==> src/hw/bfiu_regs.svh <==
// Opcodes, cycle counts, byte lengths and flag layout of the branch and flag unit
`ifndef BFIU_REGS_SVH
`define BFIU_REGS_SVH

// ==========================================
// Relative branch group, low nibble selects the test
`define BFIU_OP_BRANCH_GRP 4'h2
`define BFIU_BR_ALWAYS 4'h0
`define BFIU_BR_NEVER 4'h1
`define BFIU_BR_ABOVE 4'h2
`define BFIU_BR_AT_MOST 4'h3
`define BFIU_BR_NO_CARRY 4'h4
`define BFIU_BR_CARRY 4'h5
`define BFIU_BR_UNEQUAL 4'h6
`define BFIU_BR_EQUAL 4'h7
`define BFIU_BR_NO_OVERFLOW 4'h8
`define BFIU_BR_OVERFLOW 4'h9
`define BFIU_BR_POSITIVE 4'ha
`define BFIU_BR_NEGATIVE 4'hb
`define BFIU_BR_SIGNED_GE 4'hc
`define BFIU_BR_SIGNED_LT 4'hd
`define BFIU_BR_SIGNED_GT 4'he
`define BFIU_BR_SIGNED_LE 4'hf

// ==========================================
// Other opcodes
`define BFIU_OP_CALL_REL 8'h8d
`define BFIU_OP_JUMP_IDX 8'h6e
`define BFIU_OP_JUMP_EXT 8'h7e
`define BFIU_OP_CALL_DIR 8'h9d
`define BFIU_OP_CALL_IDX 8'had
`define BFIU_OP_CALL_EXT 8'hbd
`define BFIU_OP_INT_RETURN 8'h3b
`define BFIU_OP_SUB_RETURN 8'h39
`define BFIU_OP_SW_TRAP 8'h3f
`define BFIU_OP_HALT 8'h3e
`define BFIU_OP_OVERFLOW_CLEAR 8'h0a
`define BFIU_OP_OVERFLOW_SET 8'h0b
`define BFIU_OP_CARRY_CLEAR 8'h0c
`define BFIU_OP_CARRY_SET 8'h0d
`define BFIU_OP_MASK_CLEAR 8'h0e
`define BFIU_OP_MASK_SET 8'h0f
`define BFIU_OP_ACC_TO_FLAGS 8'h06
`define BFIU_OP_FLAGS_TO_ACC 8'h07

// ==========================================
// Cycle counts and byte lengths
`define BFIU_CYC_BRANCH 4'h3
`define BFIU_CYC_CALL_REL 4'h6
`define BFIU_CYC_JUMP 4'h3
`define BFIU_CYC_CALL_DIR 4'h5
`define BFIU_CYC_CALL_IDX_EXT 4'h6
`define BFIU_CYC_INT_RETURN 4'ha
`define BFIU_CYC_SUB_RETURN 4'h5
`define BFIU_CYC_SW_TRAP 4'hc
`define BFIU_CYC_HALT 4'h9
`define BFIU_CYC_FLAG_OP 4'h2
`define BFIU_CYC_ILLEGAL 4'h2
`define BFIU_LEN_1 2'h1
`define BFIU_LEN_2 2'h2
`define BFIU_LEN_3 2'h3

// ==========================================
// Flag register layout
`define BFIU_FLAG_H 5
`define BFIU_FLAG_I 4
`define BFIU_FLAG_N 3
`define BFIU_FLAG_Z 2
`define BFIU_FLAG_V 1
`define BFIU_FLAG_C 0
`define BFIU_FLAGS_RESET 6'h10
`define BFIU_FLAGS_UPPER 2'h3

`endif

==> src/hw/bfiu_pkg.sv <==
// Types shared by the branch and flag unit
package bfiu_pkg;

    typedef enum logic [1:0] {
        st_idle = 2'b00,
        st_exec = 2'b01,
        st_halt = 2'b10
    } bfiu_state_t;

    typedef enum logic [3:0] {
        cls_branch = 4'b0000,
        cls_call_rel = 4'b0001,
        cls_jump = 4'b0010,
        cls_call = 4'b0011,
        cls_int_return = 4'b0100,
        cls_sub_return = 4'b0101,
        cls_sw_trap = 4'b0110,
        cls_halt = 4'b0111,
        cls_flag_op = 4'b1000,
        cls_acc_to_flags = 4'b1001,
        cls_flags_to_acc = 4'b1010,
        cls_illegal = 4'b1011
    } bfiu_class_t;

    typedef enum logic [1:0] {
        tgt_dir = 2'b00,
        tgt_idx = 2'b01,
        tgt_ext = 2'b10,
        tgt_none = 2'b11
    } bfiu_mode_t;

    typedef struct packed {
        bfiu_class_t cls;
        bfiu_mode_t mode;
        logic [1:0] len;
        logic [3:0] cyc;
    } bfiu_decode_t;

endpackage

==> src/hw/bfiu_unit.sv <==
// Decode and execute of jump, branch, call, return and flag instructions
`timescale 1ns/10ps
`include "bfiu_regs.svh"

// What this block does
// [RULE1] Jump relative always branches, 2 bytes, 3 cycles
// [RULE2] Never-taken relative: no branch, 2 bytes, 3 cycles
// [RULE3] Opcode 24 branches when carry is clear
// [RULE4] Opcode 25 branches when carry is set
// [RULE5] 27 branches on zero set, 26 on clear
// [RULE6] 2C on N xor V clear, 2D set
// [RULE7] 2E when Z or (N xor V) clear, 2F set
// [RULE8] 22 when C or Z clear, 23 set
// [RULE9] 2B on negative set, 2A on clear
// [RULE10] 28 on overflow clear, 29 on set
// [RULE11] Relative call: 2 bytes, 6 cycles, flags kept
// [RULE12] Jump: indexed 2/3, extended 3/3, flags kept
// [RULE13] Call: direct 2/5, indexed 2/6, extended 3/6
// [RULE14] Interrupt return: 10 cycles, restores all flags
// [RULE15] Subroutine return: 1 byte, 5 cycles, flags kept
// [RULE16] Software trap: 1 byte, 12 cycles, sets mask
// [RULE17] Halt: 9 cycles then wait for wake
// [RULE18] Carry clear/set ops, 1 byte, 2 cycles
// [RULE19] Mask clear/set ops, 1 byte, 2 cycles
// [RULE20] Overflow clear/set ops, others kept
// [RULE21] Accumulator bits 5..0 copied into flags
// [RULE22] Flags copied into accumulator, flags kept
// [RULE23] Branch offset signed, added to next address
module bfiu_unit #(
    parameter int ADDR_W = 16
) (
    // Clock and reset
    input wire logic core_clk,
    input wire logic rst_n,
    // Instruction issue
    input wire logic start,
    input wire logic [7:0] opcode,
    input wire logic [7:0] operand_hi,
    input wire logic [7:0] operand_lo,
    input wire logic [ADDR_W-1:0] pc_in,
    input wire logic [ADDR_W-1:0] index_in,
    input wire logic [7:0] acc_in,
    // Values supplied by the core at completion
    input wire logic [ADDR_W-1:0] stack_ret_in,
    input wire logic [7:0] stack_flags_in,
    input wire logic [ADDR_W-1:0] trap_vector_in,
    input wire logic wake_in,
    // Flag update from arithmetic
    input wire logic flag_load,
    input wire logic [5:0] flag_load_val,
    // Results
    output logic busy,
    output logic done,
    output logic illegal,
    output logic branch_taken,
    output logic [ADDR_W-1:0] next_pc,
    output logic [1:0] instr_len,
    output logic call_push,
    output logic [ADDR_W-1:0] return_addr,
    output logic [7:0] acc_out,
    output logic acc_we,
    output logic halted,
    output logic [7:0] condition_flags
);
    import bfiu_pkg::*;

    if (ADDR_W < 16) begin : g_width_check
        $error("bfiu_unit needs ADDR_W of at least 16");
    end

    // ==========================================
    // Decode table
    function automatic bfiu_decode_t decode_op(input logic [7:0] op);
        bfiu_decode_t d;
        d = '{cls_illegal, tgt_none, `BFIU_LEN_1, `BFIU_CYC_ILLEGAL};
        if (op[7:4] == `BFIU_OP_BRANCH_GRP) begin
            d = '{cls_branch, tgt_none, `BFIU_LEN_2, `BFIU_CYC_BRANCH}; // [RULE1]
        end else if (op == `BFIU_OP_CALL_REL) begin
            d = '{cls_call_rel, tgt_none, `BFIU_LEN_2, `BFIU_CYC_CALL_REL}; // [RULE11]
        end else if (op == `BFIU_OP_JUMP_IDX) begin
            d = '{cls_jump, tgt_idx, `BFIU_LEN_2, `BFIU_CYC_JUMP}; // [RULE12]
        end else if (op == `BFIU_OP_JUMP_EXT) begin
            d = '{cls_jump, tgt_ext, `BFIU_LEN_3, `BFIU_CYC_JUMP}; // [RULE12]
        end else if (op == `BFIU_OP_CALL_DIR) begin
            d = '{cls_call, tgt_dir, `BFIU_LEN_2, `BFIU_CYC_CALL_DIR}; // [RULE13]
        end else if (op == `BFIU_OP_CALL_IDX) begin
            d = '{cls_call, tgt_idx, `BFIU_LEN_2, `BFIU_CYC_CALL_IDX_EXT}; // [RULE13]
        end else if (op == `BFIU_OP_CALL_EXT) begin
            d = '{cls_call, tgt_ext, `BFIU_LEN_3, `BFIU_CYC_CALL_IDX_EXT}; // [RULE13]
        end else if (op == `BFIU_OP_INT_RETURN) begin
            d = '{cls_int_return, tgt_none, `BFIU_LEN_1, `BFIU_CYC_INT_RETURN}; // [RULE14]
        end else if (op == `BFIU_OP_SUB_RETURN) begin
            d = '{cls_sub_return, tgt_none, `BFIU_LEN_1, `BFIU_CYC_SUB_RETURN}; // [RULE15]
        end else if (op == `BFIU_OP_SW_TRAP) begin
            d = '{cls_sw_trap, tgt_none, `BFIU_LEN_1, `BFIU_CYC_SW_TRAP}; // [RULE16]
        end else if (op == `BFIU_OP_HALT) begin
            d = '{cls_halt, tgt_none, `BFIU_LEN_1, `BFIU_CYC_HALT}; // [RULE17]
        end else if (op >= `BFIU_OP_OVERFLOW_CLEAR && op <= `BFIU_OP_MASK_SET) begin
            d = '{cls_flag_op, tgt_none, `BFIU_LEN_1, `BFIU_CYC_FLAG_OP}; // [RULE18]
        end else if (op == `BFIU_OP_ACC_TO_FLAGS) begin
            d = '{cls_acc_to_flags, tgt_none, `BFIU_LEN_1, `BFIU_CYC_FLAG_OP}; // [RULE21]
        end else if (op == `BFIU_OP_FLAGS_TO_ACC) begin
            d = '{cls_flags_to_acc, tgt_none, `BFIU_LEN_1, `BFIU_CYC_FLAG_OP}; // [RULE22]
        end
        return d;
    endfunction

    // ==========================================
    // Reset release
    logic [1:0] rst_sync_reg;
    always_ff @(posedge core_clk or negedge rst_n) begin
        if (!rst_n) begin
            rst_sync_reg <= 2'h0;
        end else begin
            rst_sync_reg <= {rst_sync_reg[0], 1'b1};
        end
    end
    wire logic rst_core_n = rst_sync_reg[1];

    // ==========================================
    // State and latched instruction
    bfiu_state_t state_reg;
    bfiu_state_t state_next;
    bfiu_decode_t dec_reg;
    logic [7:0] op_reg;
    logic [7:0] hi_reg;
    logic [7:0] lo_reg;
    logic [ADDR_W-1:0] pc_reg;
    logic [ADDR_W-1:0] index_reg;
    logic [7:0] acc_reg;
    logic [3:0] cnt_reg;
    logic [3:0] cnt_next;
    logic [5:0] flags_reg;
    logic [5:0] flags_next;
    logic cond_take;

    wire logic take_w = start && (state_reg == st_idle);
    wire logic finish_w = (state_reg == st_exec) && (cnt_reg == 4'h1);
    wire bfiu_decode_t dec_w = decode_op(opcode);

    always_comb begin
        state_next = state_reg;
        cnt_next = cnt_reg;
        case (state_reg)
            st_idle: begin
                if (start) begin
                    state_next = st_exec;
                    cnt_next = dec_w.cyc - 4'h1;
                end
            end
            st_exec: begin
                if (finish_w) begin
                    state_next = (dec_reg.cls == cls_halt) ? st_halt : st_idle; // [RULE17]
                end else begin
                    cnt_next = cnt_reg - 4'h1;
                end
            end
            st_halt: begin
                if (wake_in) begin
                    state_next = st_idle;
                end
            end
            default: state_next = st_idle;
        endcase
    end

    always_ff @(posedge core_clk or negedge rst_core_n) begin
        if (!rst_core_n) begin
            state_reg <= st_idle;
            cnt_reg <= 4'h0;
        end else begin
            state_reg <= state_next;
            cnt_reg <= cnt_next;
        end
    end

    always_ff @(posedge core_clk or negedge rst_core_n) begin
        if (!rst_core_n) begin
            dec_reg <= '{cls_illegal, tgt_none, `BFIU_LEN_1, `BFIU_CYC_ILLEGAL};
            op_reg <= 8'h00;
            hi_reg <= 8'h00;
            lo_reg <= 8'h00;
            pc_reg <= '0;
            index_reg <= '0;
            acc_reg <= 8'h00;
        end else if (take_w) begin
            dec_reg <= dec_w;
            op_reg <= opcode;
            hi_reg <= operand_hi;
            lo_reg <= operand_lo;
            pc_reg <= pc_in;
            index_reg <= index_in;
            acc_reg <= acc_in;
        end
    end

    // ==========================================
    // Targets
    bfiu_branch_cond u_cond (
        .cond_sel(op_reg[3:0]),
        .flags(flags_reg),
        .take(cond_take)
    );

    wire logic [ADDR_W-1:0] seq_pc_w = pc_reg + ADDR_W'(dec_reg.len);
    wire logic [ADDR_W-1:0] rel_pc_w = seq_pc_w + ADDR_W'($signed(hi_reg)); // [RULE23]
    wire logic [ADDR_W-1:0] idx_pc_w = index_reg + ADDR_W'(hi_reg);
    wire logic [ADDR_W-1:0] ext_pc_w = ADDR_W'({hi_reg, lo_reg});
    wire logic [ADDR_W-1:0] dir_pc_w = ADDR_W'(hi_reg);
    wire logic [ADDR_W-1:0] abs_pc_w = (dec_reg.mode == tgt_idx) ? idx_pc_w :
                                       (dec_reg.mode == tgt_ext) ? ext_pc_w : dir_pc_w;
    wire logic is_branch_w = dec_reg.cls == cls_branch;
    wire logic taken_w = (is_branch_w && cond_take) || (dec_reg.cls == cls_call_rel) ||
                         (dec_reg.cls == cls_jump) || (dec_reg.cls == cls_call);
    wire logic is_call_w = (dec_reg.cls == cls_call_rel) || (dec_reg.cls == cls_call);
    // Stack words and vector are sampled on the completing edge only
    wire logic [ADDR_W-1:0] next_pc_w =
        (is_branch_w && cond_take) ? rel_pc_w : // [RULE1]
        (dec_reg.cls == cls_call_rel) ? rel_pc_w : // [RULE11]
        (dec_reg.cls == cls_jump || dec_reg.cls == cls_call) ? abs_pc_w : // [RULE12]
        (dec_reg.cls == cls_int_return) ? stack_ret_in :
        (dec_reg.cls == cls_sub_return) ? stack_ret_in : // [RULE15]
        (dec_reg.cls == cls_sw_trap) ? trap_vector_in : seq_pc_w;

    // ==========================================
    // Flags
    wire logic set_val_w = op_reg[0];
    always_comb begin
        flags_next = flags_reg;
        if (finish_w) begin
            case (dec_reg.cls)
                cls_int_return: flags_next = stack_flags_in[5:0]; // [RULE14]
                cls_sw_trap: flags_next[`BFIU_FLAG_I] = 1'b1; // [RULE16]
                cls_acc_to_flags: flags_next = acc_reg[5:0]; // [RULE21]
                cls_flag_op: begin
                    if (op_reg[3:1] == 3'(`BFIU_OP_CARRY_CLEAR >> 1)) begin
                        flags_next[`BFIU_FLAG_C] = set_val_w; // [RULE18]
                    end else if (op_reg[3:1] == 3'(`BFIU_OP_MASK_CLEAR >> 1)) begin
                        flags_next[`BFIU_FLAG_I] = set_val_w; // [RULE19]
                    end else begin
                        flags_next[`BFIU_FLAG_V] = set_val_w; // [RULE20]
                    end
                end
                default: flags_next = flags_reg;
            endcase
        end else if (flag_load && state_reg != st_exec) begin
            flags_next = flag_load_val;
        end
    end

    always_ff @(posedge core_clk or negedge rst_core_n) begin
        if (!rst_core_n) begin
            flags_reg <= `BFIU_FLAGS_RESET;
        end else begin
            flags_reg <= flags_next;
        end
    end

    // ==========================================
    // Registered results
    logic halted_reg;
    always_ff @(posedge core_clk or negedge rst_core_n) begin
        if (!rst_core_n) begin
            done <= 1'b0;
            illegal <= 1'b0;
            branch_taken <= 1'b0;
            call_push <= 1'b0;
            acc_we <= 1'b0;
        end else begin
            done <= finish_w;
            illegal <= finish_w && (dec_reg.cls == cls_illegal);
            branch_taken <= finish_w && taken_w;
            call_push <= finish_w && is_call_w; // [RULE13]
            acc_we <= finish_w && (dec_reg.cls == cls_flags_to_acc);
        end
    end

    always_ff @(posedge core_clk or negedge rst_core_n) begin
        if (!rst_core_n) begin
            next_pc <= '0;
            instr_len <= 2'h0;
            return_addr <= '0;
            acc_out <= 8'h00;
        end else if (finish_w) begin
            next_pc <= next_pc_w;
            instr_len <= dec_reg.len;
            return_addr <= seq_pc_w;
            acc_out <= {`BFIU_FLAGS_UPPER, flags_reg}; // [RULE22]
        end
    end

    always_ff @(posedge core_clk or negedge rst_core_n) begin
        if (!rst_core_n) begin
            busy <= 1'b0;
            halted_reg <= 1'b0;
        end else begin
            busy <= state_next == st_exec;
            halted_reg <= state_next == st_halt; // [RULE17]
        end
    end
    assign halted = halted_reg;
    assign condition_flags = {`BFIU_FLAGS_UPPER, flags_reg};

    wire logic [7:0] br_always_w = {`BFIU_OP_BRANCH_GRP, `BFIU_BR_ALWAYS};
endmodule

==> src/hw/bfiu_branch_cond.sv <==
// Branch test on the condition flags
`timescale 1ns/10ps
`include "bfiu_regs.svh"

module bfiu_branch_cond (
    // Test select and flags
    input wire logic [3:0] cond_sel,
    input wire logic [5:0] flags,
    // Result
    output logic take
);
    wire logic n_w = flags[`BFIU_FLAG_N];
    wire logic z_w = flags[`BFIU_FLAG_Z];
    wire logic v_w = flags[`BFIU_FLAG_V];
    wire logic c_w = flags[`BFIU_FLAG_C];
    wire logic sgn_lt_w = n_w ^ v_w;

    always_comb begin
        take = 1'b0;
        case (cond_sel)
            `BFIU_BR_ALWAYS: take = 1'b1; // [RULE1]
            `BFIU_BR_NEVER: take = 1'b0; // [RULE2]
            `BFIU_BR_NO_CARRY: take = ~c_w; // [RULE3]
            `BFIU_BR_CARRY: take = c_w; // [RULE4]
            `BFIU_BR_EQUAL: take = z_w; // [RULE5]
            `BFIU_BR_UNEQUAL: take = ~z_w; // [RULE5]
            // Printed as an OR, taken as the complement of the lt test
            `BFIU_BR_SIGNED_GE: take = ~sgn_lt_w; // [RULE6]
            `BFIU_BR_SIGNED_LT: take = sgn_lt_w; // [RULE6]
            `BFIU_BR_SIGNED_GT: take = ~(z_w | sgn_lt_w); // [RULE7]
            `BFIU_BR_SIGNED_LE: take = z_w | sgn_lt_w; // [RULE7]
            `BFIU_BR_ABOVE: take = ~(c_w | z_w); // [RULE8]
            `BFIU_BR_AT_MOST: take = c_w | z_w; // [RULE8]
            `BFIU_BR_NEGATIVE: take = n_w; // [RULE9]
            `BFIU_BR_POSITIVE: take = ~n_w; // [RULE9]
            `BFIU_BR_NO_OVERFLOW: take = ~v_w; // [RULE10]
            `BFIU_BR_OVERFLOW: take = v_w; // [RULE10]
            default: take = 1'b0;
        endcase
    end
endmodule

==> config.mk <==
export PLATFORM = sky130hd
export DESIGN_NAME = bfiu_unit
export DESIGN_NICKNAME = d
export VERILOG_FILES = /design/src/hw/bfiu_pkg.sv /design/src/hw/bfiu_unit.sv /design/src/hw/bfiu_branch_cond.sv
export VERILOG_INCLUDE_DIRS = /design/src /design/src/hw
export SDC_FILE = /design/constraint.sdc
export NUM_CORES = 1
export LEC_CHECK = 0
export BUFFER_PORTS_ARGS = -buffer_cell sky130_fd_sc_hd__buf_2
export CORE_UTILIZATION = 37
export CTS_CLUSTER_SIZE = 40
export DETAILED_ROUTE_END_ITERATION = 8
export PLACE_DENSITY = 0.59
export SLEW_MARGIN = 10
export SYNTH_ARGS = -nofsm -noshare
export SYNTH_HDL_FRONTEND = slang
export SYNTH_SLANG_ARGS = --single-unit
==> constraint.sdc <==
create_clock -name core_clk -period 10.45 [get_ports core_clk]
set_input_delay 2.09 -clock core_clk [delete_from_list [all_inputs] [get_ports core_clk]]
set_output_delay 2.09 -clock core_clk [all_outputs]
set_load 0.02 [all_outputs]
; ---- Yosys cells after proc, flatten, opt, wreduce, memory -nomap -nowiden
; Cells that the tools add are included.
[word_totals]
regBits = 128
output_inout_bits = 57
[op_classes]
add_sub_neg = 5
magnitude_cmp = 2
n_eq_ne = 58
n_mux = 42
bitwise_logic = 10
n_reduce_logical = 24
[ops]
columns = op, n
row1 = 12-bit two-way mux, 11
row2 = 16-bit two-way mux, 8
row3 = 4-bit equality test (second input constant), 12
row4 = 4-bit by 3-bit equality test with 1-bit output (second input constant), 8
row5 = 8-bit by 6-bit equality test with 1-bit output (second input constant), 4
row6 = 8-bit equality test (second input constant), 4
row7 = 4-bit by 2-bit equality test with 1-bit output (second input constant), 5
row8 = 10-bit two-way mux, 2
row9 = 16-bit adder, 1
row10 = 16-bit by 2-bit adder with 16-bit output, 1
row11 = 16-bit by 8-bit adder with 16-bit output, 1
row12 = 8-bit by 3-bit equality test with 1-bit output (second input constant), 2
row13 = 8-bit by 7-bit equality test with 1-bit output (second input constant), 2
row14 = 1-bit case mux with 16 select lines, 1
row15 = 4-bit by 1-bit equality test with 1-bit output (second input constant), 3
row16 = 6-bit two-way mux, 2
row17 = 3-bit inequality test (second input constant), 4
row18 = 2-bit case mux with 3 select lines, 2
row19 = 1-bit logical AND, 9
row20 = 9-bit two-way mux, 1
row21 = 8-bit by 4-bit greater-or-equal comparator with 1-bit output (second input constant), 1
row22 = 8-bit by 4-bit <= comparator with 1-bit output (second input constant), 1
row23 = 4-bit logical NOT, 2
row24 = 2-bit two-way mux, 4
row25 = 24 further kinds, 50

; ---- Depth between registers and ports, before layout
[logic_depth]
depth_word = 18
mapped_depth = 15

; ---- By module
; A second synthesis with hierarchy kept.
[unflattened]
hier_cells = 958
hier_area_um2 = 7856.3
[modules_own_cells]
columns = mod, instances, cells_each, area_each_um2, seq_area_each_um2
row1 = bfiu_unit, 1, 936, 7694.9, 3211.8
row2 = bfiu_branch_cond, 1, 22, 161.4, 0.0

; ---- Worst setup path after synthesis
; OpenSTA, ideal clock, no wires.
[synth_path]
kind = input-to-reg
startpoint = in opcode[2]
endpoint = reg cnt_reg[1]
setup_ns = 0.148
arrival_ns = 3.748
required_time_ns = 10.302
slack_ns = 6.554
cell_stages = 9
path_buffers = 1
cell_sequence = clkbuf_1 > nand2_1 > nor4_1 > nor2b_1 > a21oi_1 > ha_1 > nand2_1 > nand3_1 > o21ai_0
[synth_between]
elab_chain_len = 17
[synth_rtl]
columns = item, line
row1 = start: declaration, bfiu_unit.sv:37  ; input wire logic [7:0] opcode,
row2 = "8-bit by 4-bit greater-or-equal comparator with 1-bit output (no line), or another cell as far along", n/a
row3 = 1-bit logical AND (no line) or 10-bit two-way mux (tied branches), n/a
row4 = 10-bit two-way mux, bfiu_unit.sv:98  ; end else if (op >= `BFIU_OP_OVERFLOW_CLEAR && op <= `BFIU_OP_MASK_SET) begin
row5 = 12-bit two-way mux, bfiu_unit.sv:96  ; end else if (op == `BFIU_OP_HALT) begin
row6 = 12-bit two-way mux, bfiu_unit.sv:94  ; end else if (op == `BFIU_OP_SW_TRAP) begin
row7 = 12-bit two-way mux, bfiu_unit.sv:92  ; end else if (op == `BFIU_OP_SUB_RETURN) begin
row8 = 12-bit two-way mux, bfiu_unit.sv:90  ; end else if (op == `BFIU_OP_INT_RETURN) begin
row9 = 12-bit two-way mux, bfiu_unit.sv:88  ; end else if (op == `BFIU_OP_CALL_EXT) begin
row10 = 12-bit two-way mux, bfiu_unit.sv:86  ; end else if (op == `BFIU_OP_CALL_IDX) begin
row11 = 12-bit two-way mux, bfiu_unit.sv:84  ; end else if (op == `BFIU_OP_CALL_DIR) begin
row12 = 12-bit two-way mux, bfiu_unit.sv:82  ; end else if (op == `BFIU_OP_JUMP_EXT) begin
row13 = 12-bit two-way mux, bfiu_unit.sv:80  ; end else if (op == `BFIU_OP_JUMP_IDX) begin
row14 = 12-bit two-way mux *, bfiu_unit.sv:78  ; end else if (op == `BFIU_OP_CALL_REL) begin
row15 = 12-bit two-way mux *, bfiu_unit.sv:76  ; if (op[7:4] == `BFIU_OP_BRANCH_GRP) begin
row16 = 4-bit by 1-bit subtractor with 4-bit output *, bfiu_unit.sv:148  ; cnt_next = dec_w.cyc - 4'h1;
row17 = 4-bit two-way mux *, bfiu_unit.sv:146  ; if (start) begin
row18 = 4-bit case mux with 2 select lines *, bfiu_unit.sv:144  ; case (state_reg)
row19 = end signal: assignment, bfiu_unit.sv:173  ; cnt_reg <= cnt_next;
row20 = end: declaration, bfiu_unit.sv:131  ; logic [3:0] cnt_reg;
; Every way passes the cells marked *; elsewhere a longest branch is shown, timed or not. The select of a mux whose other input is x is not followed.
; A chain may end at the register's enable or synchronous reset.

; ---- Worst setup path after layout
[layout_path]
startpoint = reg dec_reg[4] (netlist bit)
endpoint = reg next_pc[13]
[layout_rtl]
columns = item, line
row1 = start: declaration, bfiu_unit.sv:124  ; bfiu_decode_t dec_reg;
row2 = start signal: assignment, bfiu_unit.sv:179  ; dec_reg <= '{cls_illegal, tgt_none, `BFIU_LEN_1, `BFIU_CYC_ILLEGAL};
row3 = start signal: assignment, bfiu_unit.sv:187  ; dec_reg <= dec_w;
row4 = 16-bit by 2-bit adder with 16-bit output *, bfiu_unit.sv:205  ; wire logic [ADDR_W-1:0] seq_pc_w = pc_reg + ADDR_W'(dec_reg.len);
row5 = named net seq_pc_w[6], bfiu_unit.sv:205
row6 = 16-bit adder *, bfiu_unit.sv:206  ; wire logic [ADDR_W-1:0] rel_pc_w = seq_pc_w + ADDR_W'($signed(hi_reg));
row7 = 16-bit two-way mux, bfiu_unit.sv:219  ; (dec_reg.cls == cls_call_rel) ? rel_pc_w :
row8 = 16-bit two-way mux *, bfiu_unit.sv:218  ; (is_branch_w && cond_take) ? rel_pc_w :
row9 = end signal: assignment, bfiu_unit.sv:285  ; next_pc <= next_pc_w;
row10 = end: declaration, bfiu_unit.sv:56  ; output logic [ADDR_W-1:0] next_pc,
; The timed path passes the listed nets; every way through them passes the cells marked *.

==> metrics.md <==
| Metric | Value |
|---|---|
| Avg WL per Cell | ~16 um |
| Status | finished clean |
| Yosys cell types | 66 |
| TritonCTS Sinks | between 100 and 150 |
| Mapped Area | ~7700 um^2 |
| Required @ worst endpoint | 10720 ps |
| Setup CP Type | reg -> reg |
| Setup violators final | 0 |
| Worst-Margin Slew | approximately 1100 ps |
| IO Pins | about 170 |
| Combinational Power Share | 51.3% |
| Switching share of total power | a little under half |
| Hold Path Class | reg -> async |
| Async S/R FF share, synth | 100.0% |
| Int Power | 1754 uW |
| Antenna Nets Post-Route | 0 |
| Die Span X | around 150 um |
| Syn Area/Cell | slightly above 8 um^2 |
| Placed inst area | a little under 9000 um^2 |
| Layout cells sized above 1 | about 20% |
| Peak supply drop | approximately 0.13 mV |
| Share of Yosys cell area claimed by the top area cell type | between 30% and 40% |
| Sequential power share | 30.5% |
| Top post-synthesis cells by area | dfrtp_1, nand2_1, ha_1 |
| Clock transition at path regs | roughly 60 ps |
| Non-Filler Instances | 1372 |
| P_leak | roughly 0.0046 uW |
| H-Tree Depth | 4 |
| Most frequent cells after synthesis | nand2_1, dfrtp_1, o21ai_0, a21oi_1, nor2_1 |
| Post-placement cell count | approximately 1300 |
| CTS Buffer Depth | 2 |
| Routed vias | between 7000 and 8000 |
| Fmax | around 0.23 GHz |
| Clock power frac | between 10% and 20% |
| Crit path launch type | flip-flop |
| Pre-CTS setup slack | around 6200 ps |
| Root buf cell | clkbuf_16 |
| Synthesized flop and latch total | ~130 |
| Skew-Pair Late Insertion Delay | around 420 ps |
| Post-synth top area cell | dfrtp_1 |
| CTS Buf Count | 17 |
| First-pass GRT wire length | around 35000 um |
| Die ar. | 21410 um^2 |
| Fin Hold WS | between 200 and 300 ps |
| Fin Setup TNS | 0 ps |
| Final critical-path share of the clock period | about two fifths |
| DP Wirelength | 16810 um |
| Post-CTS setup buffers | 0 |
| Fin nets | between 1000 and 1500 |
| Residual DRC | 0 |
| PwrDens | about 340 nW/um^2 |
| Final Cell Area | 9305 um^2 |
| Main synth FF type | dfrtp_1 |
| Sequential share of the synthesized area | 41.69% |
| Area of the core | roughly 20000 um^2 |
| Layout Skew | 5.427 ps |
| Most numerous cell in the Yosys netlist | nand2_1 |
| RSZ-0062 raised after global routing | false |
| Post-CTS Hold Buffers | 0 |
| Total track usage | between 20% and 30% |
| CTS tree | done |
| Relative slew slack | between 20% and 30% |
| # port buffers | 165 |
| Post-CTS resize count | 0 |
| Initial core utilization | a little under two fifths |
| Net Switching | between 1000 and 1500 uW |
| Detailed-route vias per instance | just over 5 |
| Iter 0 DRT Violations | around 520 |
| Routed WL | ~22000 um |
| First-pass DRT Iterations | 5 |
| Cells after Synth | ~940 |
| Rows | 52 |
| Number of synthesized flops with an enable pin | 0 |
| Period minus WS final | between 4000 and 5000 ps |
| Largest net degree at the start of global routing | 69 |
| CP max FO | 5 |
| Total grt overflow | 0 |
| Final worst setup slack | between 6000 and 7000 ps |
| Max Cap Viol | 0 |
| CP Capture Type | flip-flop |
| Worst EP arrival | roughly 4600 ps |
| Synthesis warning total | 0 |
| Vias in the first global route | between 6000 and 7000 |
| Initial antenna violation count | 3 |
| Area grow syn2layout | 20.77% |
| Placer Congestion | around 0.9 |
| Die height | between 100 and 150 um |
| Final Max Tran Viols | 0 |
| Final Hold Fails | 0 |
[cells by family after synthesis]
logic type / after synthesis / share of synthesized area [%]
xor+xnor: 42 / 4.774
simple gates: 430 / 23.82
buf+inv: 68 / 3.735
flops: 128 / 41.69
other cells: 1 / 0.04867
compound gates: 225 / 18.29
fa+ha+maj: 31 / 5.326
mux: 17 / 2.322
[layer usage]
layer  routed length (um)  up-vias  share of wire, %  track usage [%]
met5                    0        -                 0                0
met3                  939       32               4.2            3.625
met4                  460        0               2.1            8.542
met2                10000      175                45            32.14
met1                10960     3299                49            30.34
li1                     -     3532                 -                -
[power groups by stage]
stage	registers [uW]	clock network, uW	logic (uW)
after global placement	971	0	1610
final	974	584	1640
after detailed placement	979	0	1630
after floorplan	992	0	1160
after CTS	972	594	1640
after global routing	1010	616	1830
[layout make-up]
class | instances | area [um^2]
fillers | 2126 | 10990
multi-input cells | 748 | 4219
flip-flops and latches | 128 | 3216
repair buffers | 173 | 885.9
clock buffers | 26 | 489.2
well taps | 270 | 337.8
clock inverters | 6 | 82.58
inverters | 18 | 67.56
diodes | 3 | 7.507
[placed cells by master (no fill, tap or decap), types with 4 or more instances in the layout]
cell type  count
a21oi_1       62
a31oi_1        8
nor2_1        41
a22oi_1        4
mux2i_1       13
clkbuf_16     17
xor2_1        16
dfstp_2        7
nand2_1      293
dfrtp_1      120
and3_1         9
a21o_1         7
ha_1          28
nor2b_1       14
nor3b_1        6
o21a_1         5
buf_4          8
a211o_1        5
xnor2_1       26
nand4_1        7
o311ai_0       4
o22ai_1        5
nand2b_1      11
o211ai_1      12
buf_2        165
nand3_1       22
inv_1         18
a211oi_1      15
clkbuf_1       6
o21ai_0       70
nor3_1         5
[worst paths after layout]
kind | startpoint | to | slack (ps) | cells past startpoint
min in group core_clk | rst_sync_reg[0] | rst_sync_reg[1] | 350 | 0
hold reg to reg | rst_sync_reg[1] | index_reg[14] | 300 | 0
hold / removal | rst_sync_reg[1] | index_reg[14] | 300 | 0
setup reg to reg | dec_reg[4] | next_pc[13] | 6130 | 15
setup / recovery | dec_reg[4] | next_pc[13] | 6130 | 15
max in group asynchronous | rst_n | rst_sync_reg[1] | 8900 | 1
[per-stage QoR]
| stage | util [%] | total power (uW) |
|---|---|---|
| floorplan | - | 2153 |
| global placement | 42.99 | 2579 |
| detailed placement | 42.99 | 2606 |
| CTS | 45.80 | 3205 |
| global route | 45.83 | 3457 |
| finish | 45.84 | 3196 |
[critical path, cell delays in order (launching register included)]
cell and delay (ps):
dfstp_2 380, ha_1 220, fa_1 420, and4_1 230
nand2_1 100, xor2_1 320, inv_1 80, ha_1 350
a2111oi_0 400, o21ai_0 230, a311oi_1 460, o21bai_1 180
a211oi_1 380, xnor2_1 110, a22oi_1 200, o21ai_0 110
Power figures use the tool's default switching activity.
